$ cat src/swss_pkg.sv
package swss_pkg;

    // ------------------------------------------------------------
    // Timing
    // ------------------------------------------------------------
    localparam int CLK_MHZ                 = 250;
    localparam int RESET_LOW_TIME_US       = 480;
    localparam int PRESENCE_WAIT_TIME_US   = 30;
    localparam int PRESENCE_LOW_TIME_US    = 120;
    localparam int READ_VALID_WINDOW_US    = 15;
    localparam int SLAVE_RELEASE_TIME_US   = 30;
    localparam int SAMPLE_TIME_US          = 30;
    localparam int SUSPEND_LIMIT_US        = 120;

    localparam int RESET_LOW_CYCLES        = RESET_LOW_TIME_US * CLK_MHZ;
    localparam int PRESENCE_WAIT_CYCLES    = PRESENCE_WAIT_TIME_US * CLK_MHZ;
    localparam int PRESENCE_LOW_CYCLES     = PRESENCE_LOW_TIME_US * CLK_MHZ;
    localparam int READ_HOLD_CYCLES        = SLAVE_RELEASE_TIME_US * CLK_MHZ;
    localparam int SAMPLE_CYCLES           = SAMPLE_TIME_US * CLK_MHZ;
    localparam int TIMER_W                 = 18;
    localparam int SYNC_STAGES             = 3;

    localparam int FIFO_WIDTH              = 1;
    localparam int FIFO_DEPTH              = 16;
    localparam logic [TIMER_W-1:0] TIMER_RESET = 18'h00000;

    // ------------------------------------------------------------
    // Types
    // ------------------------------------------------------------
    typedef enum logic [2:0] {
        SW_IDLE,
        SW_RESET_LOW,
        SW_PRESENCE_WAIT,
        SW_PRESENCE_LOW,
        SW_SLOT,
        SW_SLOT_END
    } swss_state_t;

    typedef struct packed {
        logic bitValue;
        logic valid;
    } swss_bit_t;

endpackage : swss_pkg

$ cat src/swss_fifo.sv
`timescale 1ns/10ps
module swss_fifo #(
    parameter int WIDTH = 1,
    parameter int DEPTH = 16
) (
    input  wire logic             sys_clk,
    input  wire logic             rstSync_n,
    input  wire logic [WIDTH-1:0] inData,
    input  wire logic             inValid,
    output      logic             inReady,
    output      logic [WIDTH-1:0] outData,
    output      logic             outValid,
    input  wire logic             outReady
);
    localparam int AW = $clog2(DEPTH);

    initial begin
        if (DEPTH < 2 || (1 << AW) != DEPTH) $error("swss_fifo depth must be a power of two");
    end

    logic [WIDTH-1:0] mem [DEPTH];
    logic [AW:0]      wrPtr;
    logic [AW:0]      rdPtr;

    wire doWrite = inValid && inReady;
    wire doRead  = outValid && outReady;

    assign inReady  = (wrPtr - rdPtr) != (AW+1)'(DEPTH);
    assign outValid = wrPtr != rdPtr;
    assign outData  = mem[rdPtr[AW-1:0]];

    always_ff @(posedge sys_clk) begin
        if (doWrite) begin
            mem[wrPtr[AW-1:0]] <= inData;
        end
    end

    always_ff @(posedge sys_clk or negedge rstSync_n) begin
        if (!rstSync_n) begin
            wrPtr <= '0;
            rdPtr <= '0;
        end else begin
            if (doWrite) wrPtr <= wrPtr + 1'b1;
            if (doRead)  rdPtr <= rdPtr + 1'b1;
        end
    end
endmodule : swss_fifo

$ cat src/swss_link.sv
`timescale 1ns/10ps
// Function
// Four signal kinds: reset/presence, write zero, write one, read.
// Master resets with line low at least 480 us.
// After reset rise wait 15-60 us, then pull low 60-240 us.
// Master keeps reset low no longer than 960 us.
// Master waits reset high time of 480 us before next activity.
// Slots begin with master falling edge, starting slave delay timer.
// Write slot: slave samples line once at timer point as bit.
// Read slot: zero held low for timer period, one left alone.
// Slave drives read data within 1 us of falling edge.
// Line idles high; low over 120 us may reset devices.
// Master sends short low for one, long low for zero.
module swss_link
    import swss_pkg::*;
#(
    parameter int RESET_LOW_CYC  = swss_pkg::RESET_LOW_CYCLES,
    parameter int PRES_WAIT_CYC  = swss_pkg::PRESENCE_WAIT_CYCLES,
    parameter int PRES_LOW_CYC   = swss_pkg::PRESENCE_LOW_CYCLES,
    parameter int READ_HOLD_CYC  = swss_pkg::READ_HOLD_CYCLES,
    parameter int SAMPLE_CYC     = swss_pkg::SAMPLE_CYCLES
) (
    input  wire logic sys_clk,
    input  wire logic rst_n,
    input  wire logic lineIn,
    output      logic lineOut,
    output      logic lineOe,
    output      logic rxBit,
    output      logic rxValid,
    input  wire logic rxReady,
    input  wire logic txBit,
    input  wire logic txValid,
    output      logic txReady,
    output      logic resetSeen,
    output      logic rxOverflow
);
    import swss_pkg::*;

    initial begin
        if (SAMPLE_CYC >= PRES_LOW_CYC || SAMPLE_CYC < 1 || READ_HOLD_CYC < 1 ||
            RESET_LOW_CYC >= (1 << TIMER_W) || PRES_LOW_CYC >= (1 << TIMER_W))
            $error("swss_link timing parameters out of range");
    end

    // ------------------------------------------------------------
    // Reset release and line synchroniser
    // ------------------------------------------------------------
    logic [1:0] rstPipe;
    logic       rstSync_n;
    always_ff @(posedge sys_clk or negedge rst_n) begin
        if (!rst_n) rstPipe <= 2'h0;
        else        rstPipe <= {rstPipe[0], 1'b1};
    end
    assign rstSync_n = rstPipe[1];

    logic [SYNC_STAGES-1:0] lineSync;
    logic                   lineLvl;
    always_ff @(posedge sys_clk or negedge rstSync_n) begin
        if (!rstSync_n) begin
            lineSync <= 3'h7;
            lineLvl  <= 1'b1;
        end else begin
            lineSync <= {lineSync[1:0], lineIn};
            if (lineSync[1] == lineSync[2]) lineLvl <= lineSync[2];
        end
    end

    logic lineLvlQ;
    always_ff @(posedge sys_clk or negedge rstSync_n) begin
        if (!rstSync_n) lineLvlQ <= 1'b1;
        else            lineLvlQ <= lineLvl;
    end
    wire fallEdge = lineLvlQ && !lineLvl;
    wire riseEdge = !lineLvlQ && lineLvl;

    // ------------------------------------------------------------
    // Received bit FIFO
    // ------------------------------------------------------------
    swss_bit_t rxPush;
    logic      fifoInReady;
    logic      fifoOut;
    swss_fifo #(.WIDTH(FIFO_WIDTH), .DEPTH(FIFO_DEPTH)) uFifo (
        .sys_clk   (sys_clk),
        .rstSync_n (rstSync_n),
        .inData    (rxPush.bitValue),
        .inValid   (rxPush.valid),
        .inReady   (fifoInReady),
        .outData   (fifoOut),
        .outValid  (rxValid),
        .outReady  (rxReady)
    );
    assign rxBit = fifoOut;

    // ------------------------------------------------------------
    // Slot and reset sequencer
    // ------------------------------------------------------------
    swss_state_t      state;
    swss_state_t      next_state;
    logic [TIMER_W-1:0] timer;
    logic [TIMER_W-1:0] next_timer;
    logic             txLatched;
    logic             readSlot;
    logic             next_readSlot;
    logic             txHeld;
    logic             pullLow;
    logic             resetSeenR;
    logic             overflowR;

    // Timer starts a few cycles after the line falls; the margin keeps a minimum reset visible
    wire timerLong   = timer >= TIMER_W'(RESET_LOW_CYC - 2);
    wire sampleNow   = (state == SW_SLOT) && !readSlot && timer == TIMER_W'(SAMPLE_CYC);
    wire holdDone    = timer >= TIMER_W'(READ_HOLD_CYC);

    assign rxPush.bitValue = lineLvl;
    assign rxPush.valid    = sampleNow && fifoInReady;
    assign txReady         = (state == SW_IDLE) && !txHeld;
    assign lineOut         = 1'b0;
    assign lineOe          = pullLow;
    assign resetSeen       = resetSeenR;
    assign rxOverflow      = overflowR;

    always_comb begin
        next_state    = state;
        next_timer    = timer + 1'b1;
        next_readSlot = readSlot;
        unique case (state)
            SW_IDLE: begin
                next_timer = TIMER_RESET;
                if (fallEdge) begin
                    next_state    = SW_SLOT;
                    next_readSlot = txHeld;
                end
            end
            SW_SLOT: begin
                if (!lineLvl && timerLong) begin
                    next_state = SW_RESET_LOW;
                end else if (timer >= TIMER_W'(SAMPLE_CYC) && holdDone && lineLvl) begin
                    next_state = SW_IDLE;
                end
            end
            SW_RESET_LOW: begin
                if (riseEdge) begin
                    next_state = SW_PRESENCE_WAIT;
                    next_timer = TIMER_RESET;
                end
            end
            SW_PRESENCE_WAIT: begin
                if (timer >= TIMER_W'(PRES_WAIT_CYC - 1)) begin
                    next_state = SW_PRESENCE_LOW;
                    next_timer = TIMER_RESET;
                end
            end
            SW_PRESENCE_LOW: begin
                if (timer >= TIMER_W'(PRES_LOW_CYC - 1)) begin
                    next_state = SW_SLOT_END;
                    next_timer = TIMER_RESET;
                end
            end
            SW_SLOT_END: begin
                next_timer = TIMER_RESET;
                if (lineLvl) next_state = SW_IDLE;
            end
        endcase
    end

    always_ff @(posedge sys_clk or negedge rstSync_n) begin
        if (!rstSync_n) begin
            state    <= SW_IDLE;
            timer    <= TIMER_RESET;
            readSlot <= 1'b0;
        end else begin
            state    <= next_state;
            timer    <= next_timer;
            readSlot <= next_readSlot;
        end
    end

    // Bit to send is latched while idle so the slot can answer at once
    always_ff @(posedge sys_clk or negedge rstSync_n) begin
        if (!rstSync_n) begin
            txHeld    <= 1'b0;
            txLatched <= 1'b1;
        end else if (next_state == SW_RESET_LOW) begin
            txHeld    <= 1'b0;
        end else if (txValid && txReady) begin
            txHeld    <= 1'b1;
            txLatched <= txBit;
        end else if (state == SW_SLOT && next_state == SW_IDLE && readSlot) begin
            txHeld    <= 1'b0;
        end
    end

    // Pull-down: presence pulse or read zero; cleared on the same edge the hold ends
    always_ff @(posedge sys_clk or negedge rstSync_n) begin
        if (!rstSync_n) pullLow <= 1'b0;
        else            pullLow <= (next_state == SW_PRESENCE_LOW) ||
                                   (next_state == SW_SLOT && next_readSlot && !txLatched &&
                                    next_timer < TIMER_W'(READ_HOLD_CYC));
    end

    always_ff @(posedge sys_clk or negedge rstSync_n) begin
        if (!rstSync_n) begin
            resetSeenR <= 1'b0;
            overflowR  <= 1'b0;
        end else begin
            resetSeenR <= (state == SW_RESET_LOW) && riseEdge;
            overflowR  <= sampleNow && !fifoInReady;
        end
    end

endmodule : swss_link

$ cat config.mk
export PLATFORM = sky130hd
export DESIGN_NAME = swss_link
export DESIGN_NICKNAME = d
export VERILOG_FILES = /design/src/swss_pkg.sv /design/src/swss_fifo.sv /design/src/swss_link.sv
export SDC_FILE = /design/constraint.sdc
export NUM_CORES = 1
export LEC_CHECK = 0
export BUFFER_PORTS_ARGS = -buffer_cell sky130_fd_sc_hd__buf_2
export CAP_MARGIN = 20
export CORE_MARGIN = 8
export CORE_UTILIZATION = 50
export DETAILED_ROUTE_END_ITERATION = 12
export PLACE_DENSITY = 0.67
export SYNTH_ARGS = -nofsm -noshare
export SYNTH_HDL_FRONTEND = slang
export SYNTH_SLANG_ARGS = --single-unit
$ cat constraint.sdc
create_clock -name sys_clk -period 2.6 [get_ports sys_clk]
set_input_delay 0.26 -clock sys_clk [delete_from_list [all_inputs] [get_ports sys_clk]]
set_output_delay 0.26 -clock sys_clk [all_outputs]
set_load 0.005 [all_outputs]
* Word level (Yosys, flattened, before mapping)
Memory sizes are Yosys's and may differ from the RTL's.
Index checks and enable logic that the tools add are counted.
** Cells by class
- Add/subtract/negate cells :: 4
- Multiplexer cells :: 19
- Bitwise gates (word level) :: 1
- Equality and inequality tests :: 12
- $lt $le $gt $ge :: 5
- Reduce and logical (&&, ||, !) cells :: 30
** Operator list (number)
- 18-bit one-hot mux with 4 select lines :: 1
- 18-bit two-way mux :: 3
- 18-bit by 13-bit greater-or-equal comparator with 1-bit output (second input constant) :: 2
- 3-bit two-way mux :: 7
- 18-bit by 1-bit adder with 18-bit output (second input constant) :: 1
- 18-bit by 13-bit == test with 1-bit output (second input constant) :: 1
- 18-bit by 15-bit greater-or-equal comparator with 1-bit output (second input constant) :: 1
- 18-bit by 17-bit greater-or-equal comparator with 1-bit output (second input constant) :: 1
- 1-bit logical AND :: 18
- 18-bit by 13-bit < comparator with 1-bit output (second input constant) :: 1
- 3-bit one-hot mux with 6 select lines :: 1
- 5-bit by 1-bit adder with 5-bit output (second input constant) :: 2
- 3-bit by 2-bit == test with 1-bit output (second input constant) :: 3
- 3-bit == test (second input constant) :: 3
- 1-bit two-way mux :: 7
- 3-bit by 1-bit == test with 1-bit output (second input constant) :: 2
- 1-bit zero test :: 6
- 3-bit zero test :: 2
- 5-bit inequality test :: 1
- 5-bit inequality test (second input constant) :: 1
- 5-bit subtractor :: 1
- 3-bit nonzero test :: 1
- 2-bit AND reduction :: 1
- 2-bit OR reduction :: 1
- other kinds (3) :: 3
** Word-level totals
- Output and inout bits :: 7
- Logic and storage cells :: 86
- Flip-flop bits (word level) :: 44
- Memories :: 1
- Input bits :: 6
- Bits in writable memories :: 16
** Memory list
- uFifo.mem :: depth 16, bits a word 1, read ports 1, clocked after memory_dff 0, wr ports 1, RTL line swss_fifo.sv:21 : logic [WIDTH-1:0] mem [DEPTH];

* Depth between registers and ports, before layout
Gate-level depths: netlist of run 1.
- Depth in word-level cells :: 11
- Gate-level depth with buffers :: 10

* Modules after synthesis
Synthesis of run 1 repeated with hierarchy kept, for this count alone.
** Second synthesis, totals
- Cell total of the unflattened synthesis :: 369
- Area, all modules :: 3746.1 um^2
** Modules (own cells, without submodules)
- swss_link :: seq. area each 858.3 um^2, cells an instance 231, area an instance 2150.8 um^2, instances 1
- swss_fifo :: seq. area each 730.7 um^2, cells an instance 138, area an instance 1595.3 um^2, instances 1

* Least setup slack after synthesis of run 1
Ideal clock, no wire load.
- Kind :: register -> register
- Start point :: register uFifo.rdPtr[2]
- End point :: memory uFifo.mem[4] (enable)
- Stages on the path, launching flop included :: 11
- Arrival :: 2500 ps
- Slack :: -143 ps
- Clock period less this slack :: 2743 ps
- Path through :: dfrtp_1 clkbuf_1 inv_1 ha_1 o21a_1 or4b_1 a21oi_1 o2111ai_1 and2_1 clkbuf_1 and3_1
** On the way
- Longest elaborated chain between the ends :: 6
** RTL lines
- start, declared :: RTL line swss_fifo.sv:23 : logic [AW:0] rdPtr;
- start signal, assigned :: RTL line swss_fifo.sv:44 : if (doRead) rdPtr <= rdPtr + 1'b1;
- 5-bit subtractor * :: RTL line swss_fifo.sv:28 : assign inReady = (wrPtr - rdPtr) != (AW+1)'(DEPTH);
- 5-bit inequality test * :: RTL line swss_fifo.sv:28
- 1-bit logical AND :: RTL line swss_link.sv:115 : assign rxPush.valid = sampleNow && fifoInReady;
- 1-bit logical AND * :: RTL line swss_fifo.sv:25 : wire doWrite = inValid && inReady;
- 1-bit two-way mux * :: RTL line swss_fifo.sv:33 : if (doWrite) begin
- 1-bit two-way mux (not written as such) * :: RTL line swss_fifo.sv:34 : mem[wrPtr[AW-1:0]] <= inData;
- end, declared :: RTL line swss_fifo.sv:21
Mark *: on every way between the ends. The rest lies on a longest branch, timed or not.

* Worst setup path after layout of run 1
- Start point :: register uFifo.rdPtr[1]
- End point :: memory uFifo.mem[10] (enable)
The elaborated chain is that of the path after synthesis.

==> results.sh, run 1 <==
export IMPL_clk_path_buf_depth=2
export IMPL_tns_ps=0
export IMPL_r2r_start="uFifo.rdPtr[1]$_DFFE_PN0P_"
export IMPL_synth_seq_cells=60
export IMPL_ir_worst_vdd_v=0.000584
export IMPL_drive_gt1_frac=0.221
export IMPL_coreArea_um2=6390
export IMPL_clockPowerShare=0.329
export IMPL_sw_frac_of_total=0.300
export IMPL_io_pins=13
export IMPL_setup_violations=0
export IMPL_initialDrtViolationCount=152
export IMPL_synth_seq_area_share=0.479
export IMPL_drv_slew=0
export IMPL_crit_slowest_cell="or4b_4"
export IMPL_grt_pass1_wl_um=11600
export IMPL_synth_top_area_share=0.287
export IMPL_cts_buffers=9
export IMPL_finalCritPeriodShare=0.982
export IMPL_worst_pin_slew_ps=903
export IMPL_synth_mux_area_frac=0.0408
export IMPL_final_cell_mix="dfrtp_1 (37), nor2_1 (29), buf_4 (23)"
export IMPL_dieArea_um2=9490
export IMPL_synth_async_reset_ratio=0.733
export IMPL_root_buffer="clkbuf_8"
export IMPL_synth_top_family_by_area="simple AND/OR/NAND/NOR gates"
export IMPL_slowest_delay_ps=490
export IMPL_synth_edff_count=16
export IMPL_leakage_nw=1.63
export IMPL_path_clk_slew_ps=70
export IMPL_synth_area_per_cell_um2=10.2
export IMPL_place_inst=415
export IMPL_layout_commonest_cell="dfrtp_1"
export IMPL_port_buffers=11
export IMPL_hold_class="input port to register"
export IMPL_utilization=0.603
export IMPL_combPwrFrac=0.283
export IMPL_maxCapViolCount=0
export IMPL_relSlewSlack=0.398
export IMPL_synth_compound_area_share=0.113
export IMPL_worst_setup_path_start_kind="register"
export IMPL_wl_um=6700
export IMPL_synth_simple_area_share=0.213
export IMPL_finalHoldViolCount=0
export IMPL_rr_worst_depth=9
export IMPL_crit_chain="inv_1, ha_4, nor2b_1, o21a_1, or4b_4, a21oi_2, o2111ai_2, and2_4, and3_1"
export IMPL_p_switching_mw=0.929
export IMPL_status="completed"
export IMPL_seq_power_share=0.388
export IMPL_clock_skew_ps=10.5
export IMPL_syn_cell_area_um2=3310
export IMPL_overflow=0
export IMPL_p_per_area_nw_per_um2=805
export IMPL_stdcell_count=434
export IMPL_initial_core_util=0.519
export IMPL_cts_htree_levels=3
export IMPL_end_kind="register"
export IMPL_synth_xor_area_frac=0.0661
export IMPL_drcViolationCount=0
export IMPL_ff2ff_setup_slack_ps=50
export IMPL_final_area_um2=3850
export IMPL_detail_route_first_pass_iterations=4
export IMPL_synthTopCellsByArea="dfrtp_1 (29%), edfxtp_1 (14%), dfstp_2 (4.8%)"
export IMPL_vias=2486
export IMPL_grt_pass1_vias=2484
export IMPL_grt_max_degree=43
export IMPL_via_per_inst=5.73
export IMPL_area_growth_pct=16.1
export IMPL_cts_num_sinks=60
export IMPL_nets=369
export IMPL_max_freq_mhz=392
export IMPL_netlist_instances=325
export IMPL_min_period_ps=2550
export IMPL_insertion_delay_ps=340
export IMPL_synthDistinctLibCells=56
export IMPL_die_w_um=97.4
export IMPL_place_detailed_hpwl_um=4550
export IMPL_gp_congestion=0.879
export IMPL_synth_nets=342
export IMPL_arrival_ps=2660
export IMPL_die_y_um=97.4
export IMPL_endpoint="uFifo.mem[10]$_DFFE_PP_"
export IMPL_postPlaceCellArea_um2=3560
export IMPL_worstHoldStart="lineIn"
export IMPL_crit_path_start="uFifo.rdPtr[1]$_DFFE_PN0P_"
export IMPL_synth_flop_cell="dfrtp_1"
export IMPL_critPathRequiredTime_ps=2710
export IMPL_worstSetupPathType="register to register"
export IMPL_cts_tree="yes"
export IMPL_antenna_left=0
export IMPL_track_usage=0.146
export IMPL_antenna_found_initial=0
export IMPL_yosys_warnings=0
export IMPL_intPower_mw=2.17
export IMPL_r2r_end="uFifo.mem[10]$_DFFE_PP_"
export IMPL_synthAdderAreaFrac=0.0445
export IMPL_wl_per_cell_um=15.4
export IMPL_cp_max_fo=8
export IMPL_synth_largest_area_cell="dfrtp_1"
export IMPL_diodes=0
export IMPL_rows=29
-- metal layers --
metal	global-route usage	routed length (µm)	share of wire	vias up
met5	0	0	0	-
met3	0.0349	237	0.035	10
met4	0.0653	117	0.017	0
li1	-	-	-	1230
met2	0.231	3130	0.47	51
met1	0.185	3210	0.48	1195
-- synth_stat cells (2+ instances only) --
master / count
nor2_1: 29
buf_2: 3
clkbuf_1: 16
o21a_1: 2
nor2b_1: 5
nand4_1: 6
o211ai_1: 2
xor2_1: 8
o21ai_0: 13
nand3_1: 20
xnor2_1: 17
a31oi_1: 2
and3_1: 19
a21oi_1: 9
edfxtp_1: 16
mux4_2: 5
and2_1: 3
conb_1: 2
nor3_1: 10
nand2b_1: 4
and4_1: 3
o2111a_1: 2
a211oi_1: 2
dfrtp_1: 38
nand2_1: 19
inv_1: 14
or4b_1: 2
ha_1: 11
dfstp_2: 6
mux2_2: 2
nor4_1: 5
o2111ai_1: 3
or3_1: 3
a31o_2: 2
-- how the worst min path moves through the flow --
| stage | endpoint | slack [ps] | cells after the start |
|---|---|---|---|
| 2_1_floorplan | rstPipe[0]$_DFF_PN0_ | -40 | 0 |
| 3_3_place_gp | rstPipe[0]$_DFF_PN0_ | 40 | 1 |
| 3_5_place_dp | rstPipe[0]$_DFF_PN0_ | 50 | 1 |
| 4_1_cts | lineSync[0]$_DFF_PN1_ | 6 | 1 |
| 5_1_grt | lineSync[0]$_DFF_PN1_ | 8 | 1 |
| 6_report | lineSync[0]$_DFF_PN1_ | 20 | 1 |
-- cell type report --
type / instances / area [µm²]
well taps: 77 / 96.3
flip-flops and latches: 60 / 1590
clock inverters: 7 / 115
repair buffers: 35 / 238
fillers: 535 / 2540
inverters: 14 / 52.6
multi-input cells: 232 / 1630
clock buffers: 9 / 124
-- cell families (layout without fill, tap and decap cells) --
group	Yosys count	in the layout
flops	60	60
compound gates	51	51
other cells	2	2
fa+ha+maj	12	12
mux	7	7
xor+xnor	25	25
buf+inv	34	65
simple gates	134	135
-- sequential cells by signal, indices dropped and copies added (netlist names) --
name and cells:
lineOe 1, lineSync 3, txHeld 1, rxOverflow 1
lineLvlQ 1, uFifo.rdPtr 5, readSlot 1, uFifo.mem 16
uFifo.wrPtr 5, rstPipe 2, txLatched 1, resetSeen 1
timer 18, state 3, lineLvl 1
-- metrics by stage --
stage | setup slack (ps) | hold WS, ps | power (mW)
6_report | 47.6 | 20.2 | 3.10
3_5_place_dp | 93.7 | 46.0 | 2.08
4_1_cts | 58.8 | 6.32 | 3.11
3_3_place_gp | 134 | 44.7 | 2.07
5_1_grt | -74.6 | 8.02 | 3.28
2_1_floorplan | 3.12 | -35.6 | 1.81
-- power by group through the flow --
stage | logic [mW] | clock network, mW | registers, mW
CTS | 0.867 | 1.03 | 1.21
finish | 0.876 | 1.02 | 1.20
global route | 0.986 | 1.07 | 1.22
detailed placement | 0.855 | 0 | 1.23
floorplan | 0.598 | 0 | 1.21
global placement | 0.847 | 0 | 1.22
-- worst max-delay path, delay by kind of cell (launching register included) --
kind	cells	cell delay, ps
AND/OR/NAND/NOR	4	1050
AO/OA/AOI/OAI	3	520
flip-flops	1	400
adder cells (fa/ha/maj)	1	220
buffers and inverters	1	130
-- repair_timing --
item / 4_1_cts / 5_1_grt
resized for setup: 0 / 4
buffers inserted: 0 / 1
endpoints found under the setup margin: 0 / 16
hold endpoints to repair: 2 / 0
hold buffers: 1 / 0
No activity file was read; power rests on OpenSTA's default activity.
==> inputs of run 2 (changes only) <==
- BUFFER_PORTS_ARGS: -buffer_cell sky130_fd_sc_hd__buf_2 -> default
- DONT_BUFFER_PORTS: default -> 1
- PLACE_DENSITY: 0.67 -> default
==> run 2 against run 1 <==
Non-clock buffer count down 6. Utilization decreased by 1.1 points. Sequential power is essentially flat. Wire length is 2.4% higher. Sequential share of layout area increased by 0.79 points. Clock power decreased by 24%. Cell area shrank 1.9%. Critical path depth is 1 lower. Die area is the same. Worst setup slack improved by 42 ps. Critical path type unchanged.
==> results.sh, run 2 (synthesis gave the netlist of run 1 again) <==
export IMPL_cts_tree="yes"
export IMPL_postPlaceCellArea_um2=3540
export IMPL_leakage_nw=1.58
export IMPL_worst_slack_ps=90.1
export IMPL_arrival_ps=2600
export IMPL_drcViolationCount=0
export IMPL_antenna_found_initial=0
export IMPL_worstSetupPathDepth=8
export IMPL_clk_path_buf_depth=2
export IMPL_combPwrFrac=0.299
export IMPL_cp_max_fo=8
export IMPL_drive_gt1_frac=0.208
export IMPL_intPower_mw=1.92
export IMPL_crit_slowest_cell="or4b_4"
export IMPL_crit_path_start="uFifo.wrPtr[1]$_DFFE_PN0P_"
export IMPL_dieArea_um2=9490
export IMPL_seq_power_share=0.427
export IMPL_r2r_start="uFifo.wrPtr[1]$_DFFE_PN0P_"
export IMPL_top_register="timer"
export IMPL_area_growth_pct=13.9
export IMPL_sw_frac_of_total=0.324
export IMPL_final_area_um2=3780
export IMPL_grt_pass1_wl_um=11600
export IMPL_io_pins=13
export IMPL_worst_pin_slew_ps=927
export IMPL_ir_worst_vdd_v=0.000548
export IMPL_cts_buffers=9
export IMPL_rsz0062_at_grt="no"
export IMPL_endpoint="uFifo.mem[9]$_DFFE_PP_"
export IMPL_port_buffers=0
export IMPL_initial_core_util=0.519
export IMPL_layout_commonest_cell="dfrtp_1"
export IMPL_p_switching_mw=0.922
export IMPL_wl_per_cell_um=16.0
export IMPL_ff2ff_setup_slack_ps=90
export IMPL_grt_max_degree=43
export IMPL_grt_pass1_vias=2364
export IMPL_p_per_area_nw_per_um2=753
export IMPL_gp_congestion=0.850
export IMPL_cts_htree_levels=3
export IMPL_root_buffer="clkbuf_8"
export IMPL_worst_setup_path_start_kind="register"
export IMPL_r2r_end="uFifo.mem[9]$_DFFE_PP_"
export IMPL_coreArea_um2=6390
export IMPL_nets=363
export IMPL_final_cell_mix="dfrtp_1 (37), nor2_1 (29), buf_4 (27), nand3_1 (20)"
export IMPL_critPathRequiredTime_ps=2690
export IMPL_finalCritPeriodShare=0.965
export IMPL_diodes=0
export IMPL_finalHoldViolCount=0
export IMPL_initialDrtViolationCount=74
export IMPL_slowest_delay_ps=490
export IMPL_vias=2437
export IMPL_insertion_delay_ps=330
export IMPL_max_freq_mhz=398
export IMPL_die_y_um=97.4
export IMPL_crit_chain="ha_4, nor2b_1, o21a_1, or4b_4, a21oi_2, o2111ai_2, and2_4, and3_1"
export IMPL_hold_class="input port to register"
export IMPL_drv_slew=0
export IMPL_worstSetupPathType="register to register"
export IMPL_clock_skew_ps=8.98
export IMPL_place_ws_ps=58.4
export IMPL_status="completed"
export IMPL_rr_worst_depth=8
export IMPL_cts_num_sinks=60
export IMPL_tns_ps=0
export IMPL_path_delay_family="simple AND/OR/NAND/NOR gates"
export IMPL_cp_num_buf_inv=0
export IMPL_largest_reg_flops=18
export IMPL_place_detailed_hpwl_um=4820
export IMPL_wl_um=6860
export IMPL_clockPowerShare=0.274
export IMPL_setup_violations=0
export IMPL_track_usage=0.147
export IMPL_relSlewSlack=0.382
export IMPL_end_kind="register"
export IMPL_min_period_ps=2510
export IMPL_detail_route_first_pass_iterations=4
export IMPL_overflow=0
export IMPL_maxCapViolCount=0
export IMPL_via_per_inst=5.69
export IMPL_path_clk_slew_ps=70
export IMPL_antenna_left=0
export IMPL_die_w_um=97.4
export IMPL_rows=29
==> run 2: cell types whose count changed in the layout (fill, tap and decap cells not counted), moves of 2 or more <==
cell       change
buf_2         -11
buf_4          +4
bufinv_16      -3
clkbuf_8       +2
inv_1          -2
inv_2          +2
==> run 2: how the worst min path moves through the flow <==
| stage | from | endpoint | slack [ps] | cells past startpoint |
|---|---|---|---|---|
| after floorplan | rst_n | rstPipe[0]$_DFF_PN0_ | -40 | 0 |
| after global placement | rst_n | rstPipe[0]$_DFF_PN0_ | -40 | 0 |
| after detailed placement | rst_n | rstPipe[1]$_DFF_PN0_ | -40 | 0 |
| after CTS | txBit | txLatched$_DFFE_PN1P_ | 60 | 1 |
| after global routing | txBit | txLatched$_DFFE_PN1P_ | 70 | 1 |
| final | txBit | txLatched$_DFFE_PN1P_ | 70 | 1 |
==> run 2: worst reg2reg max path: stages (launching register included) <==
cell and delay [ps]:
dfrtp_1 450, ha_4 250, nor2b_1 120, o21a_1 190, or4b_4 490, a21oi_2 160, o2111ai_2 190, and2_4 230
and3_1 190
==> run 2: layer usage <==
layer  vias up  track usage  wire [µm]
met5         -            0          0
li1       1212            -          -
met2        46        0.221       3040
met4         0       0.0594        105
met3        10       0.0313        227
met1      1169        0.201       3480
==> run 2: power groups by stage <==
stage                     registers, mW  clock network (mW)  logic (mW)
after global routing               1.23               0.839       0.961
after global placement             1.23                   0       0.821
after floorplan                    1.21                   0       0.598
after detailed placement           1.23                   0       0.826
final                              1.21               0.779       0.851
after CTS                          1.21               0.802       0.833
==> run 2: cell type report <==
type | instances | area, µm²
repair buffers | 29 | 223
clock buffers | 11 | 151
inverters | 14 | 52.6
flip-flops and latches | 60 | 1590
multi-input cells | 232 | 1630
fillers | 539 | 2610
clock inverters | 5 | 35.0
well taps | 77 | 96.3
==> run 2: stage by stage <==
step	power [mW]	utilization	hold slack [ps]	std cells
final	2.84	0.591	74.8	428
after global routing	3.03	0.591	67.7	428
after CTS	2.85	0.586	59.2	426
after detailed placement	2.06	0.554	-35.5	408
after global placement	2.05	0.554	-35.5	408
after floorplan	1.81	-	-35.6	325
==> run 2: timing repair <==
item | CTS | global route
setup endpoints to repair | 0 | 16
buffers inserted | 0 | 1
gates resized for setup | 0 | 5
hold buffers | 2 | 0
hold endpoints to repair | 3 | 0
==> inputs of run 3 (changes only) <==
- RECOVER_POWER: default -> 100
- SETUP_SLACK_MARGIN: default -> 0.02
- clock period: 2.6 -> 2.45 ns (I/O delays scaled with it)
==> run 3 against run 2 <==
The run now ends with setup timing left. Clock power increased by 21%. Wire length up 2.8%. Power up 13%. Global-route usage rose by 0.59 points. Worst setup slack worse by 150 ps. Clock skew fell by 1.6 ps. Cell count rose by 2.8%. First-iteration DRC count up 24%. Cell area increased by 4.4%. Utilization increased by 2.6 points. Via count up 2.5%. Critical path depth up 1. Critical endpoint is now uFifo.mem[10]$_DFFE_PP_. Largest cell class unchanged.
==> results.sh, run 3 (synthesis gave the netlist of run 1 again) <==
export IMPL_finalHoldViolCount=0
export IMPL_track_usage=0.153
export IMPL_diodes=0
export IMPL_coreArea_um2=6390
export IMPL_grt_max_degree=43
export IMPL_die_y_um=97.4
export IMPL_p_switching_mw=1.03
export IMPL_use_met2=0.246
export IMPL_place_detailed_hpwl_um=4870
export IMPL_hold_class="register to async pin"
export IMPL_antenna_left=0
export IMPL_cts_buffers=9
export IMPL_crit_chain="inv_2, ha_4, nor2b_4, o21a_1, or4b_4, a21oi_4, o2111ai_4, and2_4, and3_1"
export IMPL_clock_skew_ps=7.34
export IMPL_antenna_found_initial=0
export IMPL_worst_pin_slew_ps=980
export IMPL_holdWs_ps=50.8
export IMPL_insertion_delay_ps=340
export IMPL_worstSetupPathType="register to register"
export IMPL_overflow=0
export IMPL_drive_gt1_frac=0.234
export IMPL_io_pins=13
export IMPL_sw_frac_of_total=0.318
export IMPL_clockPowerShare=0.292
export IMPL_root_buffer="clkbuf_8"
export IMPL_slowest_delay_ps=500
export IMPL_use_met1=0.195
export IMPL_wl_um=7050
export IMPL_ir_worst_vdd_v=0.000545
export IMPL_via_per_inst=5.68
export IMPL_grt_use_met3=0.0263
export IMPL_maxCapViolCount=0
export IMPL_top_register="timer"
export IMPL_final_cell_mix="dfrtp_1 (38), buf_4 (35), nor2_1 (29), nand3_1 (20), nand2_1 (19)"
export IMPL_cts_htree_levels=3
export IMPL_place_ws_ps=-13.3
export IMPL_setup_violations=13
export IMPL_grt_pass1_vias=2450
export IMPL_initialDrtViolationCount=92
export IMPL_drcViolationCount=0
export IMPL_clk_path_buf_depth=2
export IMPL_rows=29
export IMPL_status="finished, violations left"
export IMPL_initial_core_util=0.519
export IMPL_layout_commonest_cell="dfrtp_1"
export IMPL_min_period_ps=2510
export IMPL_die_w_um=97.4
export IMPL_vias=2498
export IMPL_port_buffers=0
export IMPL_power_total_mw=3.22
export IMPL_finalCritPeriodShare=1.03
export IMPL_ff2ff_setup_slack_ps=-60
export IMPL_path_clk_slew_ps=70
export IMPL_cts_num_sinks=60
export IMPL_busiest_layer="met2"
export IMPL_p_per_area_nw_per_um2=818
export IMPL_area_growth_pct=18.9
export IMPL_rsz0062_at_grt="yes"
export IMPL_dieArea_um2=9490
export IMPL_worst_slack_ps=-62.2
export IMPL_gp_congestion=0.844
export IMPL_detail_route_first_pass_iterations=4
export IMPL_arrival_ps=2620
export IMPL_leakage_nw=1.64
export IMPL_grt_pass1_wl_um=12000
export IMPL_largest_reg_flops=18
export IMPL_tns_ps=-503
export IMPL_relSlewSlack=0.347
export IMPL_worst_setup_path_start_kind="register"
export IMPL_crit_slowest_cell="or4b_4"
export IMPL_seq_power_share=0.391
export IMPL_intPower_mw=2.20
export IMPL_wl_per_cell_um=16.0
export IMPL_cp_max_fo=8
export IMPL_combPwrFrac=0.316
export IMPL_critPathRequiredTime_ps=2560
export IMPL_max_freq_mhz=398
export IMPL_end_kind="register"
export IMPL_violations="setup timing"
export IMPL_drv_slew=0
export IMPL_nets=375
export IMPL_cts_tree="yes"
==> run 3: repair_timing <==
item,CTS,global route
gates resized for setup,1,15
endpoints found under the hold margin,3,0
cloned,1,0
setup buffers,3,2
pin swaps,2,5
endpoints found under the setup margin,13,22
hold buffers,2,0
==> run 3: area by class of cell <==
class / count / area (µm²)
fill: 534 / 2440
multi-input combinational: 232 / 1690
sequential: 60 / 1590
clock buffer: 11 / 153
timing repair buffer: 41 / 307
tap: 77 / 96.3
inverter: 14 / 52.6
clock inverter: 5 / 58.8
==> run 3: power by group through the flow <==
stage / clock [mW] / combinational (mW) / sequential, mW
final: 0.942 / 1.02 / 1.26
after global routing: 1.02 / 1.13 / 1.28
after CTS: 0.965 / 0.950 / 1.28
after detailed placement: 0 / 0.917 / 1.29
after global placement: 0 / 0.906 / 1.30
after floorplan: 0 / 0.636 / 1.28
==> run 3: per-stage QoR <==
step / utilization / area [µm²] / instances
after floorplan: - / 3340 / 325
after detailed placement: 0.562 / 3590 / 415
after CTS: 0.603 / 3850 / 437
final: 0.617 / 3940 / 440
after global placement: 0.562 / 3590 / 415
after global routing: 0.617 / 3940 / 440
==> run 3: routing by layer <==
| metal | vias to the layer above | wire (µm) |
|---|---|---|
| li1 | 1242 | - |
| met1 | 1199 | 3300 |
| met2 | 46 | 3420 |
| met3 | 11 | 166 |
| met4 | 0 | 154 |
| met5 | - | 0 |
==> run 3: final timing paths <==
path,start,to,depth (start not counted)
max,uFifo.rdPtr[1]$_DFFE_PN0P_,uFifo.mem[10]$_DFFE_PP_,9
min,rstPipe[1]$_DFF_PN0_,timer[0]$_DFF_PN0_,0
max reg2reg,uFifo.rdPtr[1]$_DFFE_PN0P_,uFifo.mem[10]$_DFFE_PP_,9
min reg2reg,rstPipe[1]$_DFF_PN0_,timer[0]$_DFF_PN0_,0
max in group asynchronous,rstPipe[1]$_DFF_PN0_,timer[10]$_DFF_PN0_,1
min in group sys_clk,txBit,txLatched$_DFFE_PN1P_,1
==> run 3: critical path: cells and delay by family (launching register included) <==
| kind | cells | cell delay [ps] |
|---|---|---|
| buf+inv | 1 | 80 |
| flops | 1 | 400 |
| simple gates | 4 | 1050 |
| fa+ha+maj | 1 | 200 |
| compound gates | 3 | 540 |
